## src/bol_map.svh

```systemverilog
`ifndef BOL_MAP_SVH
`define BOL_MAP_SVH
`define BOL_STRAP_W        26
`define BOL_ADDR_LATCHED   12'h000
`define BOL_ADDR_DECODED   12'h004
`define BOL_ADDR_STATUS    12'h008
`define BOL_ADDR_DEBUG     12'h00c
`define BOL_BIT_BOOT_LO    0
`define BOL_BIT_TDM        3
`define BOL_BIT_RSVD4      4
`define BOL_BIT_AUX        5
`define BOL_BIT_XTAL       6
`define BOL_BIT_RANGE      7
`define BOL_BIT_REF_LO     8
`define BOL_BIT_L2SYNC     10
`define BOL_BIT_LANE1      11
`define BOL_BIT_LANE2      12
`define BOL_BIT_MAC3       13
`define BOL_BIT_DMDRV      14
`define BOL_BIT_TRACE      15
`define BOL_BIT_BAUD       16
`define BOL_BIT_SECURE     17
`define BOL_BIT_ALEN_LO    18
`define BOL_BIT_POL        20
`define BOL_BIT_PLL        21
`define BOL_REF_XTAL       2'b11
`define BOL_BAUD_SLOW      20'd115200
`define BOL_BAUD_FAST      20'd921600
`define BOL_BLK_BASE_KB    12'h020
`define BOL_BLK_SMALL_KB   12'h010
`define BOL_BLK_MAX_SEL    3'h6
`define BOL_BLK_SMALL_THR  3'h2
`define BOL_RESP_OKAY      2'b00
`define BOL_RESP_SLVERR    2'b10
`endif

```

## src/bol_pkg.sv

```systemverilog
package bol_pkg;
	typedef enum logic [2:0] {
		bol_boot_spi_slow = 3'h0,
		bol_boot_i2c      = 3'h1,
		bol_boot_spi_fast = 3'h2,
		bol_boot_uart     = 3'h3,
		bol_boot_rsvd     = 3'h4,
		bol_boot_sata     = 3'h5,
		bol_boot_nor8     = 3'h6,
		bol_boot_nor16    = 3'h7
	} bol_boot_t;
	typedef enum logic [1:0] {
		bol_in_reset = 2'b00,
		bol_capture  = 2'b01,
		bol_run      = 2'b11
	} bol_phase_t;
endpackage : bol_pkg

```

## src/bol_latch.sv

```systemverilog
// The AXI4-Lite register port and the address map were left to the implementer.
`include "bol_map.svh"
module bol_latch
	import bol_pkg::*;
(
	// Clock and reset
	input  wire logic                   clk,
	input  wire logic                   arst_n,
	// Strap / address pins
	input  wire logic [`BOL_STRAP_W-1:0] strap_address_pins_in,
	output logic      [`BOL_STRAP_W-1:0] strap_address_pins_out,
	output logic      [`BOL_STRAP_W-1:0] strap_address_pins_oe,
	// Expansion bus core side
	input  wire logic [`BOL_STRAP_W-1:0] exp_addr,
	input  wire logic                   exp_write_cycle,
	output logic                        expansion_data_bus_oe,
	// Trace and telephony clock pins
	output logic                        trace_pins_oe,
	output logic                        tdm_clk_oe,
	// Decoded configuration
	input  wire logic                   debug_mode_en,
	output logic                        third_mac_port_telephony,
	output logic                        second_serial_lane_sgmii,
	output logic                        first_serial_lane_sata,
	output logic                        level2_cache_ctrl_sync,
	output logic                        lane_osc_pads_sel,
	output logic                        osc_range_select_n,
	output logic                        osc_range_aux,
	output logic                        crystal_mode_strap,
	output logic                        ref_strap_bad,
	output bol_boot_t                   boot_source_select,
	output logic                        boot_source_bad,
	output logic [19:0]                 uart_baud,
	output logic                        secure_boot_en,
	output logic [2:0]                  spi_addr_bytes,
	output logic                        spi_addr_bad,
	output logic [11:0]                 id_block_kb,
	input  wire logic                   page_512,
	output logic                        spi_clk_pos,
	output logic                        pll_en,
	output logic                        config_valid,
	// AXI4-Lite slave
	input  wire logic [11:0]            s_axi_awaddr,
	input  wire logic                   s_axi_awvalid,
	output logic                        s_axi_awready,
	input  wire logic [31:0]            s_axi_wdata,
	input  wire logic [3:0]             s_axi_wstrb,
	input  wire logic                   s_axi_wvalid,
	output logic                        s_axi_wready,
	output logic [1:0]                  s_axi_bresp,
	output logic                        s_axi_bvalid,
	input  wire logic                   s_axi_bready,
	input  wire logic [11:0]            s_axi_araddr,
	input  wire logic                   s_axi_arvalid,
	output logic                        s_axi_arready,
	output logic [31:0]                 s_axi_rdata,
	output logic [1:0]                  s_axi_rresp,
	output logic                        s_axi_rvalid,
	input  wire logic                   s_axi_rready
);
	logic [`BOL_STRAP_W-1:0] pin_meta;
	logic [`BOL_STRAP_W-1:0] pin_sync;
	logic [`BOL_STRAP_W-1:0] latched_strap_value;
	bol_phase_t              phase;
	logic                    aw_held;
	logic                    w_held;
	logic [11:0]             aw_addr;
	logic [31:0]             decoded_word;
	logic [31:0]             status_word;

	// Pins are asynchronous to clk while pulled; two stages before use
	// No reset here: the stages must track the pulls during reset
	always_ff @(posedge clk) begin
		pin_meta <= strap_address_pins_in;
		pin_sync <= pin_meta;
	end

	// Synchroniser needs two edges to flush before the capture
	always_ff @(posedge clk or negedge arst_n) begin
		if (!arst_n) begin
			phase <= bol_in_reset;
		end else begin
			case (phase)
				bol_in_reset: phase <= bol_capture;
				bol_capture:  phase <= bol_run;
				default:      phase <= bol_run;
			endcase
		end
	end

	// Single-cycle capture; pins stay released until it is done
	always_ff @(posedge clk or negedge arst_n) begin
		if (!arst_n) begin
			latched_strap_value <= '0;
		end else if (phase == bol_capture) begin
			latched_strap_value <= pin_sync;
		end
	end

	assign config_valid = (phase == bol_run);

	// Undriven in reset and until capture, then expansion address
	always_ff @(posedge clk or negedge arst_n) begin
		if (!arst_n) begin
			strap_address_pins_oe  <= '0;
			strap_address_pins_out <= '0;
		end else begin
			strap_address_pins_oe  <= {`BOL_STRAP_W{phase == bol_run}};
			strap_address_pins_out <= exp_addr;
		end
	end

	// Hardware option decode
	always_comb begin
		trace_pins_oe            = config_valid && !latched_strap_value[`BOL_BIT_TRACE];
		expansion_data_bus_oe    = config_valid &&
		                           (latched_strap_value[`BOL_BIT_DMDRV] || exp_write_cycle);
		third_mac_port_telephony = latched_strap_value[`BOL_BIT_MAC3];
		second_serial_lane_sgmii = latched_strap_value[`BOL_BIT_LANE2];
		first_serial_lane_sata   = latched_strap_value[`BOL_BIT_LANE1];
		level2_cache_ctrl_sync   = latched_strap_value[`BOL_BIT_L2SYNC];
		lane_osc_pads_sel        = latched_strap_value[`BOL_BIT_REF_LO +: 2] == `BOL_REF_XTAL;
		// Flag only; the board owns the legal value
		ref_strap_bad            = config_valid && !lane_osc_pads_sel;
		osc_range_select_n       = latched_strap_value[`BOL_BIT_RANGE];
		osc_range_aux            = 1'b1;
		crystal_mode_strap       = latched_strap_value[`BOL_BIT_XTAL];
		tdm_clk_oe               = config_valid && latched_strap_value[`BOL_BIT_TDM];
		boot_source_select       = bol_boot_t'(latched_strap_value[`BOL_BIT_BOOT_LO +: 3]);
		boot_source_bad          = boot_source_select == bol_boot_rsvd;
	end

	// Software option decode
	always_comb begin
		uart_baud      = latched_strap_value[`BOL_BIT_BAUD] ? `BOL_BAUD_FAST : `BOL_BAUD_SLOW;
		secure_boot_en = debug_mode_en && latched_strap_value[`BOL_BIT_SECURE];
		spi_addr_bytes = 3'h0;
		spi_addr_bad   = 1'b0;
		case (latched_strap_value[`BOL_BIT_ALEN_LO +: 2])
			2'b01:   spi_addr_bytes = 3'h2;
			2'b10:   spi_addr_bytes = 3'h3;
			2'b11:   spi_addr_bytes = 3'h4;
			default: spi_addr_bytes = 3'h0;
		endcase
		// Fast SPI only handles three-byte devices
		if (boot_source_select == bol_boot_spi_fast) begin
			spi_addr_bad = spi_addr_bytes != 3'h3;
		end else if (boot_source_select == bol_boot_spi_slow) begin
			spi_addr_bad = spi_addr_bytes == 3'h0;
		end
		if (page_512 && latched_strap_value[`BOL_BIT_SECURE +: 3] > `BOL_BLK_SMALL_THR) begin
			id_block_kb = `BOL_BLK_SMALL_KB;
		end else if (latched_strap_value[`BOL_BIT_SECURE +: 3] >= `BOL_BLK_MAX_SEL) begin
			id_block_kb = `BOL_BLK_BASE_KB << `BOL_BLK_MAX_SEL;
		end else begin
			id_block_kb = `BOL_BLK_BASE_KB << latched_strap_value[`BOL_BIT_SECURE +: 3];
		end
		spi_clk_pos = latched_strap_value[`BOL_BIT_POL];
		pll_en      = latched_strap_value[`BOL_BIT_PLL];
	end

	always_comb begin
		decoded_word = '0;
		decoded_word[2:0]   = boot_source_select;
		decoded_word[6:4]   = spi_addr_bytes;
		decoded_word[19:8]  = id_block_kb;
		decoded_word[20]    = secure_boot_en;
		status_word = '0;
		status_word[0] = config_valid;
		status_word[1] = ref_strap_bad;
		status_word[2] = boot_source_bad;
		status_word[3] = spi_addr_bad;
		// Bit 5 should equal bit 7; report a mismatch
		status_word[4] = latched_strap_value[`BOL_BIT_AUX] != latched_strap_value[`BOL_BIT_RANGE];
	end

	// Write channel: accept address and data in either order
	assign s_axi_awready = !aw_held && !s_axi_bvalid;
	assign s_axi_wready  = !w_held && !s_axi_bvalid;

	always_ff @(posedge clk or negedge arst_n) begin
		if (!arst_n) begin
			aw_held <= 1'b0;
			w_held  <= 1'b0;
			aw_addr <= '0;
		end else if (aw_held && w_held) begin
			aw_held <= 1'b0;
			w_held  <= 1'b0;
		end else begin
			if (s_axi_awvalid && s_axi_awready) begin
				aw_held <= 1'b1;
				aw_addr <= s_axi_awaddr;
			end
			if (s_axi_wvalid && s_axi_wready) begin
				w_held <= 1'b1;
			end
		end
	end

	// All registers are read-only; writes change nothing
	always_ff @(posedge clk or negedge arst_n) begin
		if (!arst_n) begin
			s_axi_bvalid <= 1'b0;
			s_axi_bresp  <= `BOL_RESP_OKAY;
		end else if (aw_held && w_held) begin
			s_axi_bvalid <= 1'b1;
			s_axi_bresp  <= (aw_addr == `BOL_ADDR_LATCHED || aw_addr == `BOL_ADDR_DECODED ||
			                 aw_addr == `BOL_ADDR_STATUS) ? `BOL_RESP_OKAY : `BOL_RESP_SLVERR;
		end else if (s_axi_bready) begin
			s_axi_bvalid <= 1'b0;
		end
	end

	assign s_axi_arready = !s_axi_rvalid;

	always_ff @(posedge clk or negedge arst_n) begin
		if (!arst_n) begin
			s_axi_rvalid <= 1'b0;
			s_axi_rdata  <= '0;
			s_axi_rresp  <= `BOL_RESP_OKAY;
		end else if (s_axi_arvalid && s_axi_arready) begin
			s_axi_rvalid <= 1'b1;
			s_axi_rresp  <= `BOL_RESP_OKAY;
			if (s_axi_araddr == `BOL_ADDR_LATCHED) begin
				s_axi_rdata <= {6'h00, latched_strap_value};
			end else if (s_axi_araddr == `BOL_ADDR_DECODED) begin
				s_axi_rdata <= decoded_word;
			end else if (s_axi_araddr == `BOL_ADDR_STATUS) begin
				s_axi_rdata <= status_word;
			end else begin
				s_axi_rdata <= '0;
				s_axi_rresp <= `BOL_RESP_SLVERR;
			end
		end else if (s_axi_rready) begin
			s_axi_rvalid <= 1'b0;
		end
	end
endmodule : bol_latch

```

## config.mk

```make
export PLATFORM = sky130hd
export DESIGN_NAME = bol_latch
export DESIGN_NICKNAME = d
export VERILOG_FILES = /design/src/bol_pkg.sv /design/src/bol_latch.sv
export VERILOG_INCLUDE_DIRS = /design/src
export SDC_FILE = /design/constraint.sdc
export NUM_CORES = 1
export LEC_CHECK = 0
export BUFFER_PORTS_ARGS = -buffer_cell sky130_fd_sc_hd__buf_4
export CAP_MARGIN = 20
export CORE_MARGIN = 4
export CORE_UTILIZATION = 45
export DETAILED_ROUTE_END_ITERATION = 8
export GPL_TIMING_DRIVEN = 0
export MAX_ROUTING_LAYER = met4
export PLACE_DENSITY = 0.76
export SYNTH_ARGS = -nofsm -noshare
export SYNTH_HDL_FRONTEND = slang
export SYNTH_SLANG_ARGS = --single-unit
```

## constraint.sdc

```tcl
create_clock -name clk -period 2.3 [get_ports clk]
set_clock_uncertainty 0.1 [all_clocks]
set_input_delay 0.345 -clock clk [delete_from_list [all_inputs] [get_ports clk]]
set_output_delay 0.345 -clock clk [all_outputs]
set_load 0.02 [all_outputs]
```

==> results of run 1 <==
==> timing repair <==
| action | 4_1_cts | 5_1_grt |
|---|---|---|
| endpoints found under the setup margin | 8 | 5 |
| hold buffers | 53 | 0 |
| endpoints found under the hold margin | 104 | 0 |
| setup buffers | 3 | 0 |
| resized for setup | 9 | 4 |
| gates cloned | 0 | 0 |
==> placed cells by master (no fill, tap or decap), drive strengths merged, types with 2 or more instances in the layout <==
master       synthesis  layout
a21oi                2       2
dfxtp               52      52
nor2b                3       3
dlygate4sd3          0      53
nand3                3       3
clkinvlp             0       2
a21boi               2       2
nand2b               4       4
o21ai               20      20
nor4b                2       2
nor3                 5       5
buf                 67     280
nand2               25      25
clkinv               0       5
nor2                 9       9
and2                 3       3
mux2                34      34
a22o                11      11
inv                 11      11
or4                  3       3
clkbuf               4      27
conb                 2      26
nor4                 6       6
a21o                 3       3
mux2i                6       6
a22oi                4       4
a2bb2oi              2       2
bufinv               0       2
ha                   4       4
dfrtp               99      99
==> cell families after synthesis <==
kind of cell	share of synthesized area [%]
flops	66.5
buf+inv	10.3
simple gates	7.19
compound gates	6.36
mux	8.37
fa+ha+maj	0.946
other cells	0.142
xor+xnor	0.166
==> area by class of cell <==
cell class	count	share of cell area (%)
flip-flops and latches	151	42.3
repair buffers	266	25.8
multi-input cells	189	16.3
plain buffers	71	6.04
clock buffers	23	5.75
well taps	143	2.15
clock inverters	9	1.20
inverters	11	0.496
diodes	1	0.0300
==> per-layer routing <==
layer / wire [µm] / share of wire (%)
met1: 5250 / 37
met2: 7540 / 53
met3: 1190 / 8.3
met4: 302 / 2.1
met5: 0 / 0
==> final timing paths <==
check | from | endpoint | slack [ns] | cells past startpoint
worst min-delay path | s_axi_bready | s_axi_bvalid | 0.02 | 2
worst max register to register | s_axi_rvalid | s_axi_rvalid | 0.37 | 5
worst min register to register | pin_meta[20] | pin_sync[20] | 0.23 | 0
max in group asynchronous | arst_n | latched_strap_value[19] | 0.97 | 3
worst max-delay path | latched_strap_value[18] | id_block_kb[9] | 0.02 | 5
min in group asynchronous | arst_n | strap_address_pins_out[5] | 0.43 | 2
==> registers in the layout, indices dropped and copies added, names as in the netlist <==
register                count
latched_strap_value        26
w_held                      1
s_axi_rvalid                1
strap_address_pins_oe       1
s_axi_rresp                 1
phase                       2
pin_meta                   26
s_axi_bvalid                1
aw_held                     1
pin_sync                   26
s_axi_rdata                26
strap_address_pins_out     26
aw_addr                    12
s_axi_bresp                 1
==> report_power, final <==
group / switching (mW) / internal [mW] / total (mW)
Combinational: 0.605 / 0.647 / 1.25
Clock: 1.01 / 1.68 / 2.69
Sequential: 0.157 / 2.91 / 3.07
==> results.md, run 1 <==
* CP Max Fanout at 3
* Drt wl/cell at between 15 and 20 µm
* Status: complete, no violations
* VDD IR max at roughly 0.64 mV
* Final net count at 833
* Pre-antenna DRT Iters at 4
* Max Cap Viol at 0
* Cell chain of the critical path: buf_4 > ha_1 > nor2_2 > nor4b_2 > buf_4
* Startpoint types: flip-flop
* Setup TNS Final at 0 ns
* # placed instances at about 780
* Area occupied by registers at 0.00352 mm²
* FF+latch count, synth at about 150
* Area added between synthesis and finish at 57.5%
* Worst Path Buf+Inv at 2
* CP top delay family: simple AND/OR/NAND/NOR gates
* RSZ-0062 raised after global routing: true
* Clock Root Buffer: clkbuf_16
* Number of flops mapped to enable cells by yosys at 0
* Num CTS Buffers at 17
* Crit path DAT at between 1.5 and 2 ns
* Ys async rst share at between 60% and 70%
* Hold WS at around 0.023 ns
* HP Class: in2reg
* Sink Count at 151
* Met3 Usage GRT at just over 5%
* Die ar. at 0.0136 mm²
* Clock tree buffer depth at 2
* Max Transition Viols Final at 0
* I/O pins at around 270
* Final period util at roughly 100%
* Delay of the slowest cell on the worst path at approximately 0.4 ns
* Fmax at between 400 and 500 MHz
* Initial antenna violation count at 1
* Skew-Pair Late Insertion Delay at about 0.40 ns
* Worst slew pin tran at about 0.71 ns
* Largest net degree at the start of global routing at 54
* Die Width at 116 µm
* Synth cell count leaders: dfrtp_1 (99), buf_4 (60), dfxtp_1 (52), mux2_2 (34), nand2_1 (24)
* Post-Synthesis Cell Area at around 0.0053 mm²
* CTS tree: done
* Post-Layout Cell Count at between 800 and 900
* Post-route DRC at 0
* Rows at 39
* Final hold vios at 0
* Total GRT Usage at 21.9%
* Layout cells sized above 1 at between 40% and 50%
* Final core occ at just over 70%
* Synth warn at 0
* Post-Route WL at ~14000 µm
* Worst EP required at 1.86 ns
* Main synth FF type: dfrtp_1
* Worst-path clk slew at ~0.060 ns
* Die H at ~120 µm
* Final WS setup at around 0.021 ns
* CP Class: reg2out
* Most common cell in the synthesized netlist: dfrtp_1
* Pwr Total at about 7 mW
* Distinct cells, synth at between 40 and 50
* Top-area cell type share of the netlist area at 46.8%
* Rel. slew slack at 52.5%
* Via Count at roughly 4000
* Number of H-tree levels at 4
* Starting density of the core at between 40% and 50%
* Routing usage on met1 at roughly 24%
* Dominant cells by area after synthesis: dfrtp_1 (47%), dfxtp_1 (20%), buf_4 (8.5%)
* Leak at between 4 and 5 nW
* Post-synthesis sequential area ratio at between 60% and 70%
* Antenna-violating nets left at 0
* Power Density at ~840 mW/mm²
* DP HPWL at a little under 10000 µm
* Grt met2 use at 38.5%
* Placed inst area at ~0.0072 mm²
* Critical path capture point type: output pin
* Area leader, netlist: dfrtp_1
* DR iter-0 viols at 154
* Multi-input gate area at approximately 0.0014 mm²
* Global route overflow at 0
* Vias in the first global route at just over 4000
* Cell area after layout at 0.00833 mm²
* Most frequent CP cell: buf_4
* Synth Instances at between 300 and 400
* First-pass GRT wire length at between 20000 and 25000 µm
* # port buffers at between 200 and 250
* CP max stage cell: dfrtp_2
* Minimum clock period at about 2.3 ns
* Dpl ws at ~0.12 ns
* FILL cells at roughly 760
* GP Congestion at 0.885
* Via/cell ratio at 4.60
* Core Area at about 0.011 mm²
* Mean post-synth cell area at 13.3 µm²
* # setup viols final at 0
* GRT busiest layer: met2
(Power assumes the default switching activity.)
==> run 2: changes to the inputs <==
--- a/constraint.sdc
+++ b/constraint.sdc
@@ -4,2 +4,2 @@
 set_output_delay 0.345 -clock clk [all_outputs]
-set_load 0.02 [all_outputs]
+set_load 0.005 [all_outputs]
==> run 2 against run 1 <==
  * Die area unchanged
  * Combinational power is 18% lower
  * Register-to-register slack about the same
  * Routed wire length fell by 2.3%
  * Clock power down 6%
  * Design area decreased by 0.41%
  * Global-route usage fell by 0.47 points
  * Largest cell class unchanged
==> results.md, run 2 (synthesized netlist as in run 1, its figures left out) <==
* Status: complete, no violations (unchanged)
* Grt met2 use at 37.4% (was 38.5%)
* Final period util at 96.5% (was 99.1%)
* Starting density of the core at 46.1% (unchanged)
* Max Cap Viol at 0 (unchanged)
* First-pass GRT wire length at 21300 µm (was 21800 µm)
* Num CTS Buffers at 17 (unchanged)
* CP max stage cell: dfrtp_2 (unchanged)
* VDD IR max at 0.632 mV (was 0.644 mV)
* GP Congestion at 0.888 (was 0.885)
* Crit path DAT at 1.78 ns (was 1.83 ns)
* Skew-Pair Late Insertion Delay at 0.40 ns (about the same)
* Dpl ws at 0.0269 ns (was 0.123 ns)
* Clock tree buffer depth at 2 (unchanged)
* Worst EP required at 1.86 ns (about the same)
* Delay of the slowest cell on the worst path at 0.46 ns (was 0.40 ns)
* Routing usage on met1 at 23.7% (was 24.3%)
* CP Class: reg2out (unchanged)
* Hold WS at 0.0244 ns (was 0.0230 ns)
* Power Density at 799 mW/mm² (was 841 mW/mm²)
* Post-Route WL at 13900 µm (was 14300 µm)
* CP Max Fanout at 6 (was 3)
* Ant diodes at 0 (was 1)
* Final WS setup at 0.0794 ns (was 0.0212 ns)
* Core Area at 0.0115 mm² (unchanged)
* Antenna-violating nets left at 0 (unchanged)
* Met3 Usage GRT at 6.06% (was 5.13%)
* Cell area after layout at 0.00830 mm² (was 0.00833 mm²)
* Critical path capture point type: output pin (unchanged)
* Via Count at 3976 (was 3972)
* Most common cell after layout, fill and taps aside: buf_4 (unchanged)
* Hold wc startpoint: s_axi_bready (unchanged)
* DR iter-0 viols at 147 (was 154)
* R2R Path Start: s_axi_rvalid (unchanged)
* RSZ-0062 raised after global routing: true (unchanged)
* Sink Count at 151 (unchanged)
* Rows at 39 (unchanged)
* Pre-antenna DRT Iters at 5 (was 4)
* Area added between synthesis and finish at 56.9% (was 57.5%)
* # port buffers at 209 (unchanged)
* Die Width at 116 µm (unchanged)
* Worst slew pin tran at 0.702 ns (was 0.713 ns)
* HP Class: in2reg (unchanged)
* Final net count at 832 (was 833)
* Layout cells sized above 1 at 50.2% (was 49.9%)
* Pwr Total at 6.63 mW (was 7.01 mW)
* I/O pins at 271 (unchanged)
* Startpoint types: flip-flop (unchanged)
* Total GRT Usage at 21.4% (was 21.9%)
* Drt wl/cell at 16.2 µm (was 16.5 µm)
* Crit. Startpoint: latched_strap_value[19] (was latched_strap_value[18])
* Via/cell ratio at 4.61 (was 4.60)
* Initial antenna violation count at 0 (was 1)
* Leak at 4.14 nW (was 4.16 nW)
* Die ar. at 0.0136 mm² (unchanged)
* Final hold vios at 0 (unchanged)
* # setup viols final at 0 (unchanged)
* Cell chain of the critical path: inv_4 > ha_2 > nor2b_2 > nand2b_2 > nor3_1 > buf_4 (was buf_4 > ha_1 > nor2_2 > nor4b_2 > buf_4)
* Worst Path Buf+Inv at 2 (unchanged)
* Global route overflow at 0 (unchanged)
* Clock Root Buffer: clkbuf_16 (unchanged)
* CTS tree: done (unchanged)
* Largest net degree at the start of global routing at 56 (was 54)
* Max Transition Viols Final at 0 (unchanged)
* Rel. slew slack at 53.2% (was 52.5%)
* Number of H-tree levels at 4 (unchanged)
* CP top delay family: simple AND/OR/NAND/NOR gates (unchanged)
* Minimum clock period at 2.22 ns (was 2.28 ns)
* Post-route DRC at 0 (unchanged)
* Fmax at 450 MHz (was 439 MHz)
* Vias in the first global route at 4196 (was 4156)
* Most frequent cells in the layout: buf_4 (271), dfrtp_1 (97), dlygate4sd3_1 (53) (was buf_4 (272), dfrtp_1 (97), dlygate4sd3_1 (53))
* DP HPWL at 9640 µm (was 9610 µm)
* Die H at 116 µm (unchanged)
* GRT busiest layer: met2 (unchanged)
* Placed inst area at 0.00715 mm² (unchanged)
* Worst-path clk slew at 0.06 ns (about the same)
## run 2: cell count changes in the layout (fill, tap and decap cells not counted), moves of 2 or more
cell and delta:
bufinv_16 -2, clkbuf_1 -3, clkinv_2 -3, clkinv_4 +5, inv_2 -2, inv_4 +3
inv_6 +3
## run 2: worst paths after layout
path | to | slack (ns) | depth (start not counted)
setup / recovery | id_block_kb[10] | 0.08 | 6
hold / removal | s_axi_bvalid | 0.02 | 2
setup reg to reg | s_axi_rvalid | 0.37 | 5
hold reg to reg | pin_sync[17] | 0.22 | 0
max in group asynchronous | latched_strap_value[19] | 1.03 | 3
min in group asynchronous | s_axi_rdata[12] | 0.39 | 2
## run 2: where the power goes
group          leakage [nW]  total, mW  switching (mW)  internal [mW]
sequential             1.69       3.07           0.162           2.91
combinational          2.18       1.03           0.397          0.635
clock                 0.272       2.52            1.07           1.45
## run 2: repair_timing
action                     4_1_cts  5_1_grt
resized for setup               10        6
buffers inserted                 1        1
hold endpoints to repair        96        0
setup endpoints to repair        8        6
hold buffers                    53        0
## run 2: cell type report
type / count / area [µm²]
Multi-Input combinational cell: 189 / 1360
Fill cell: 747 / 3170
Inverter: 11 / 46.3
Tap cell: 143 / 179
Clock inverter: 12 / 93.8
Sequential cell: 151 / 3520
Buffer: 71 / 503
Clock buffer: 20 / 457
Timing Repair Buffer: 265 / 2140
## run 2: worst register-to-register path: cells and delay by family (launching register included)
| kind | cells | cell delay, ns |
|---|---|---|
| buffers and inverters | 3 | 1.02 |
| DFF | 1 | 0.36 |
| and+or+nand+nor | 1 | 0.12 |
| AOI/OAI and AO/OA | 1 | 0.18 |
## run 2: per-stage QoR
step / std cells / TNS (ns) / util (%)
2_1_floorplan: 422 / 0 / -
3_3_place_gp: 774 / 0 / 62.1
3_5_place_dp: 775 / 0 / 62.4
4_1_cts: 861 / 0 / 72.1
5_1_grt: 862 / -0.0893 / 72.4
6_report: 862 / 0 / 72.4
## run 2: layer usage
| metal | vias up | wire (µm) |
|---|---|---|
| li1 | 1879 | - |
| met1 | 1892 | 5120 |
| met2 | 183 | 7410 |
| met3 | 22 | 1150 |
| met4 | 0 | 257 |
| met5 | - | 0 |
==> run 3: changes to the inputs <==
CORE_UTILIZATION = 41   (was 45)
PLACE_DENSITY = 0.73   (was 0.76)
REMOVE_ABC_BUFFERS = 1   (was not set)
clock period = 2 ns   (was 2.3 ns; I/O delays follow)
==> run 3 against run 2 <==
  * The flow now finishes with violations (setup timing)
  * Highest routed layer unchanged
  * Routed wire length decreased by 5.6%
  * Clock-buffer cell count shrank 1
  * Largest power group is now the clock network
  * First-iteration DRC count is 7.5% lower
  * Combinational power is 13% higher
  * Die area is 9.1% higher
  * Sequential power is 15% higher
==> results.md, run 3 (synthesized netlist as in run 1, its figures left out) <==
* Status: finished with violations (was complete, no violations)
* Failing checks: setup timing
* VDD IR max at 0.617 mV (was 0.632 mV)
* CP Class: reg2out (unchanged)
* CTS tree: done (unchanged)
* Clock tree buffer depth at 2 (unchanged)
* I/O pins at 271 (unchanged)
* Sw Pwr at 1.82 mW (was 1.63 mW)
* RSZ-0062 raised after global routing: true (unchanged)
* Hold wc startpoint: s_axi_awaddr[9] (was s_axi_bready)
* Worst-path clk slew at 0.06 ns (about the same)
* Comb power frac at 14.1% (was 15.6%)
* Max Transition Viols Final at 0 (unchanged)
* Worst EP required at 1.60 ns (was 1.86 ns)
* Num CTS Buffers at 17 (unchanged)
* DR iter-0 viols at 136 (was 147)
* Via Count at 3795 (was 3976)
* Power Density at 1000 mW/mm² (was 799 mW/mm²)
* Final core occ at 65.4% (was 72.4%)
* Antenna-violating nets left at 0 (unchanged)
* Starting density of the core at 41.9% (was 46.1%)
* Cell Int Power at 6.45 mW (was 4.99 mW)
* Power share of the sequential group at 42.6% (was 46.3%)
* Dpl ws at -0.365 ns (was 0.0269 ns)
* Layout cells sized above 1 at 48.1% (was 50.2%)
* Die ar. at 0.0148 mm² (was 0.0136 mm²)
* Post-Layout Cell Count at 840 (was 862)
* Worst hold path depth at 2 (unchanged)
* # port buffers at 209 (unchanged)
* Switching Share at 22.0% (was 24.6%)
* Area added between synthesis and finish at 56.0% (was 56.9%)
* Fmax at 458 MHz
* Drt wl/cell at 15.7 µm (was 16.2 µm)
* First-pass GRT wire length at 20400 µm (was 21300 µm)
* Core Area at 0.0126 mm² (was 0.0115 mm²)
* FILL cells at 938 (was 747)
* DP HPWL at 8510 µm (was 9640 µm)
* Worst slew pin tran at 0.893 ns (was 0.702 ns)
* Rows at 41 (was 39)
* Critical path capture point type: output pin (unchanged)
* Most common cell after layout, fill and taps aside: buf_4 (unchanged)
* Via/cell ratio at 4.52 (was 4.61)
* FF-to-FF path depth at 8 (was 5)
* Final WS setup at -0.183 ns (was 0.0794 ns)
* Vias in the first global route at 3892 (was 4196)
* Largest net degree at the start of global routing at 54 (was 56)
* # setup viols final at 9 (was 0)
* Area occupied by registers at 0.00352 mm² (unchanged)
* Most frequent cells in the layout: buf_4 (222), dfrtp_1 (97), dlygate4sd3_1 (59) (was buf_4 (271), dfrtp_1 (97), dlygate4sd3_1 (53))
* Max Cap Viol at 0 (unchanged)
* Hold Path End: aw_addr[9] (was s_axi_bvalid)
* Initial antenna violation count at 0 (unchanged)
* Ant diodes at 0 (unchanged)
* Total GRT Usage at 18.5% (was 21.4%)
* Post-route DRC at 0 (unchanged)
* Worst R2R Setup Slack at 0.07 ns (was 0.37 ns)
* Clock Power Share at 43.3% (was 38.1%)
* Leak at 3.99 nW (was 4.14 nW)
* Skew-Pair Late Insertion Delay at 0.41 ns (was 0.40 ns)
* Rel. slew slack at 40.3% (was 53.2%)
* Startpoint types: flip-flop (unchanged)
* Multi-input gate area at 0.00146 mm² (was 0.00136 mm²)
* Final period util at 109%
* HP Class: in2reg (unchanged)
* Minimum clock period at 2.18 ns
* Post-Route WL at 13200 µm (was 13900 µm)
* Final net count at 781 (was 832)
* Crit path DAT at 1.78 ns (about the same)
* Final hold vios at 0 (unchanged)
* Die Width at 122 µm (was 116 µm)
* Clock Root Buffer: clkbuf_16 (unchanged)
* R2R Path Start: latched_strap_value[18] (was s_axi_rvalid)
* Pre-antenna DRT Iters at 4 (was 5)
* Sink Count at 151 (unchanged)
* Die H at 122 µm (was 116 µm)
* GP Congestion at 0.748 (was 0.888)
* CP Max Fanout at 5 (was 6)
* Pwr Total at 8.27 mW (was 6.63 mW)
* # placed instances at 733 (was 775)
* Number of H-tree levels at 4 (unchanged)
* Global route overflow at 0 (unchanged)
* Reg-to-Reg End: s_axi_rdata[14] (was s_axi_rvalid)
[run 3: final cells by class]
class | count | area share (%)
clock buffer | 19 | 5.49
clock inverter | 13 | 2.73
inverter | 11 | 0.591
multi-input combinational | 189 | 17.7
sequential | 151 | 42.7
tap | 172 | 2.61
timing repair buffer | 285 | 28.2
[run 3: what timing repair did]
item                                    in CTS  in global routing
hold buffers                                59                  0
resized for setup                           35                  2
buffers inserted                            10                  6
endpoints found under the setup margin      32                  9
endpoints found under the hold margin      104                  0
pin swaps                                    2                  1
[run 3: worst max path at each step]
| stage | end | startpoint | slack (ns) |
|---|---|---|---|
| 4_1_cts | id_block_kb[11] | latched_strap_value[18] | -0.18 |
| 3_5_place_dp | s_axi_rdata[19] | latched_strap_value[19] | -0.36 |
| 3_3_place_gp | latched_strap_value[21] | phase[1] | -1.15 |
| 5_1_grt | id_block_kb[11] | latched_strap_value[18] | -0.24 |
| 2_1_floorplan | latched_strap_value[0] | phase[1] | -0.26 |
| 6_report | id_block_kb[11] | latched_strap_value[18] | -0.18 |
[run 3: critical path, stage by stage (launching register included)]
cell      delay (ns)
dfrtp_2         0.42
clkinv_4        0.10
ha_4            0.19
nor2b_4         0.15
a21boi_4        0.29
nor2b_1         0.08
buf_4           0.14
[run 3: power by group through the flow]
stage	combinational, mW	clock (mW)	sequential (mW)
finish	1.16	3.58	3.52
global route	1.27	3.82	3.56
CTS	1.15	3.66	3.53
detailed placement	0.961	0	3.58
global placement	0.927	0	3.56
floorplan	0.408	0	3.54
[run 3: metal layers]
layer	wire [µm]	global-route usage (%)	part of all wire [%]
met4	286	7.63	2.2
met3	825	4.69	6.3
met5	0	-	0
met2	7230	31.8	55
met1	4820	20.7	37
[run 3: through the flow]
stage / setup TNS, ns / area [µm²] / hold WS (ns)
2_1_floorplan: -5.81 / 4880 / -0.0956
3_3_place_gp: -44.80 / 6660 / 0.210
3_5_place_dp: -5.03 / 6700 / 0.212
4_1_cts: -0.848 / 8200 / 0.00175
5_1_grt: -1.45 / 8250 / 0.00868
6_report: -0.835 / 8250 / 0.0264
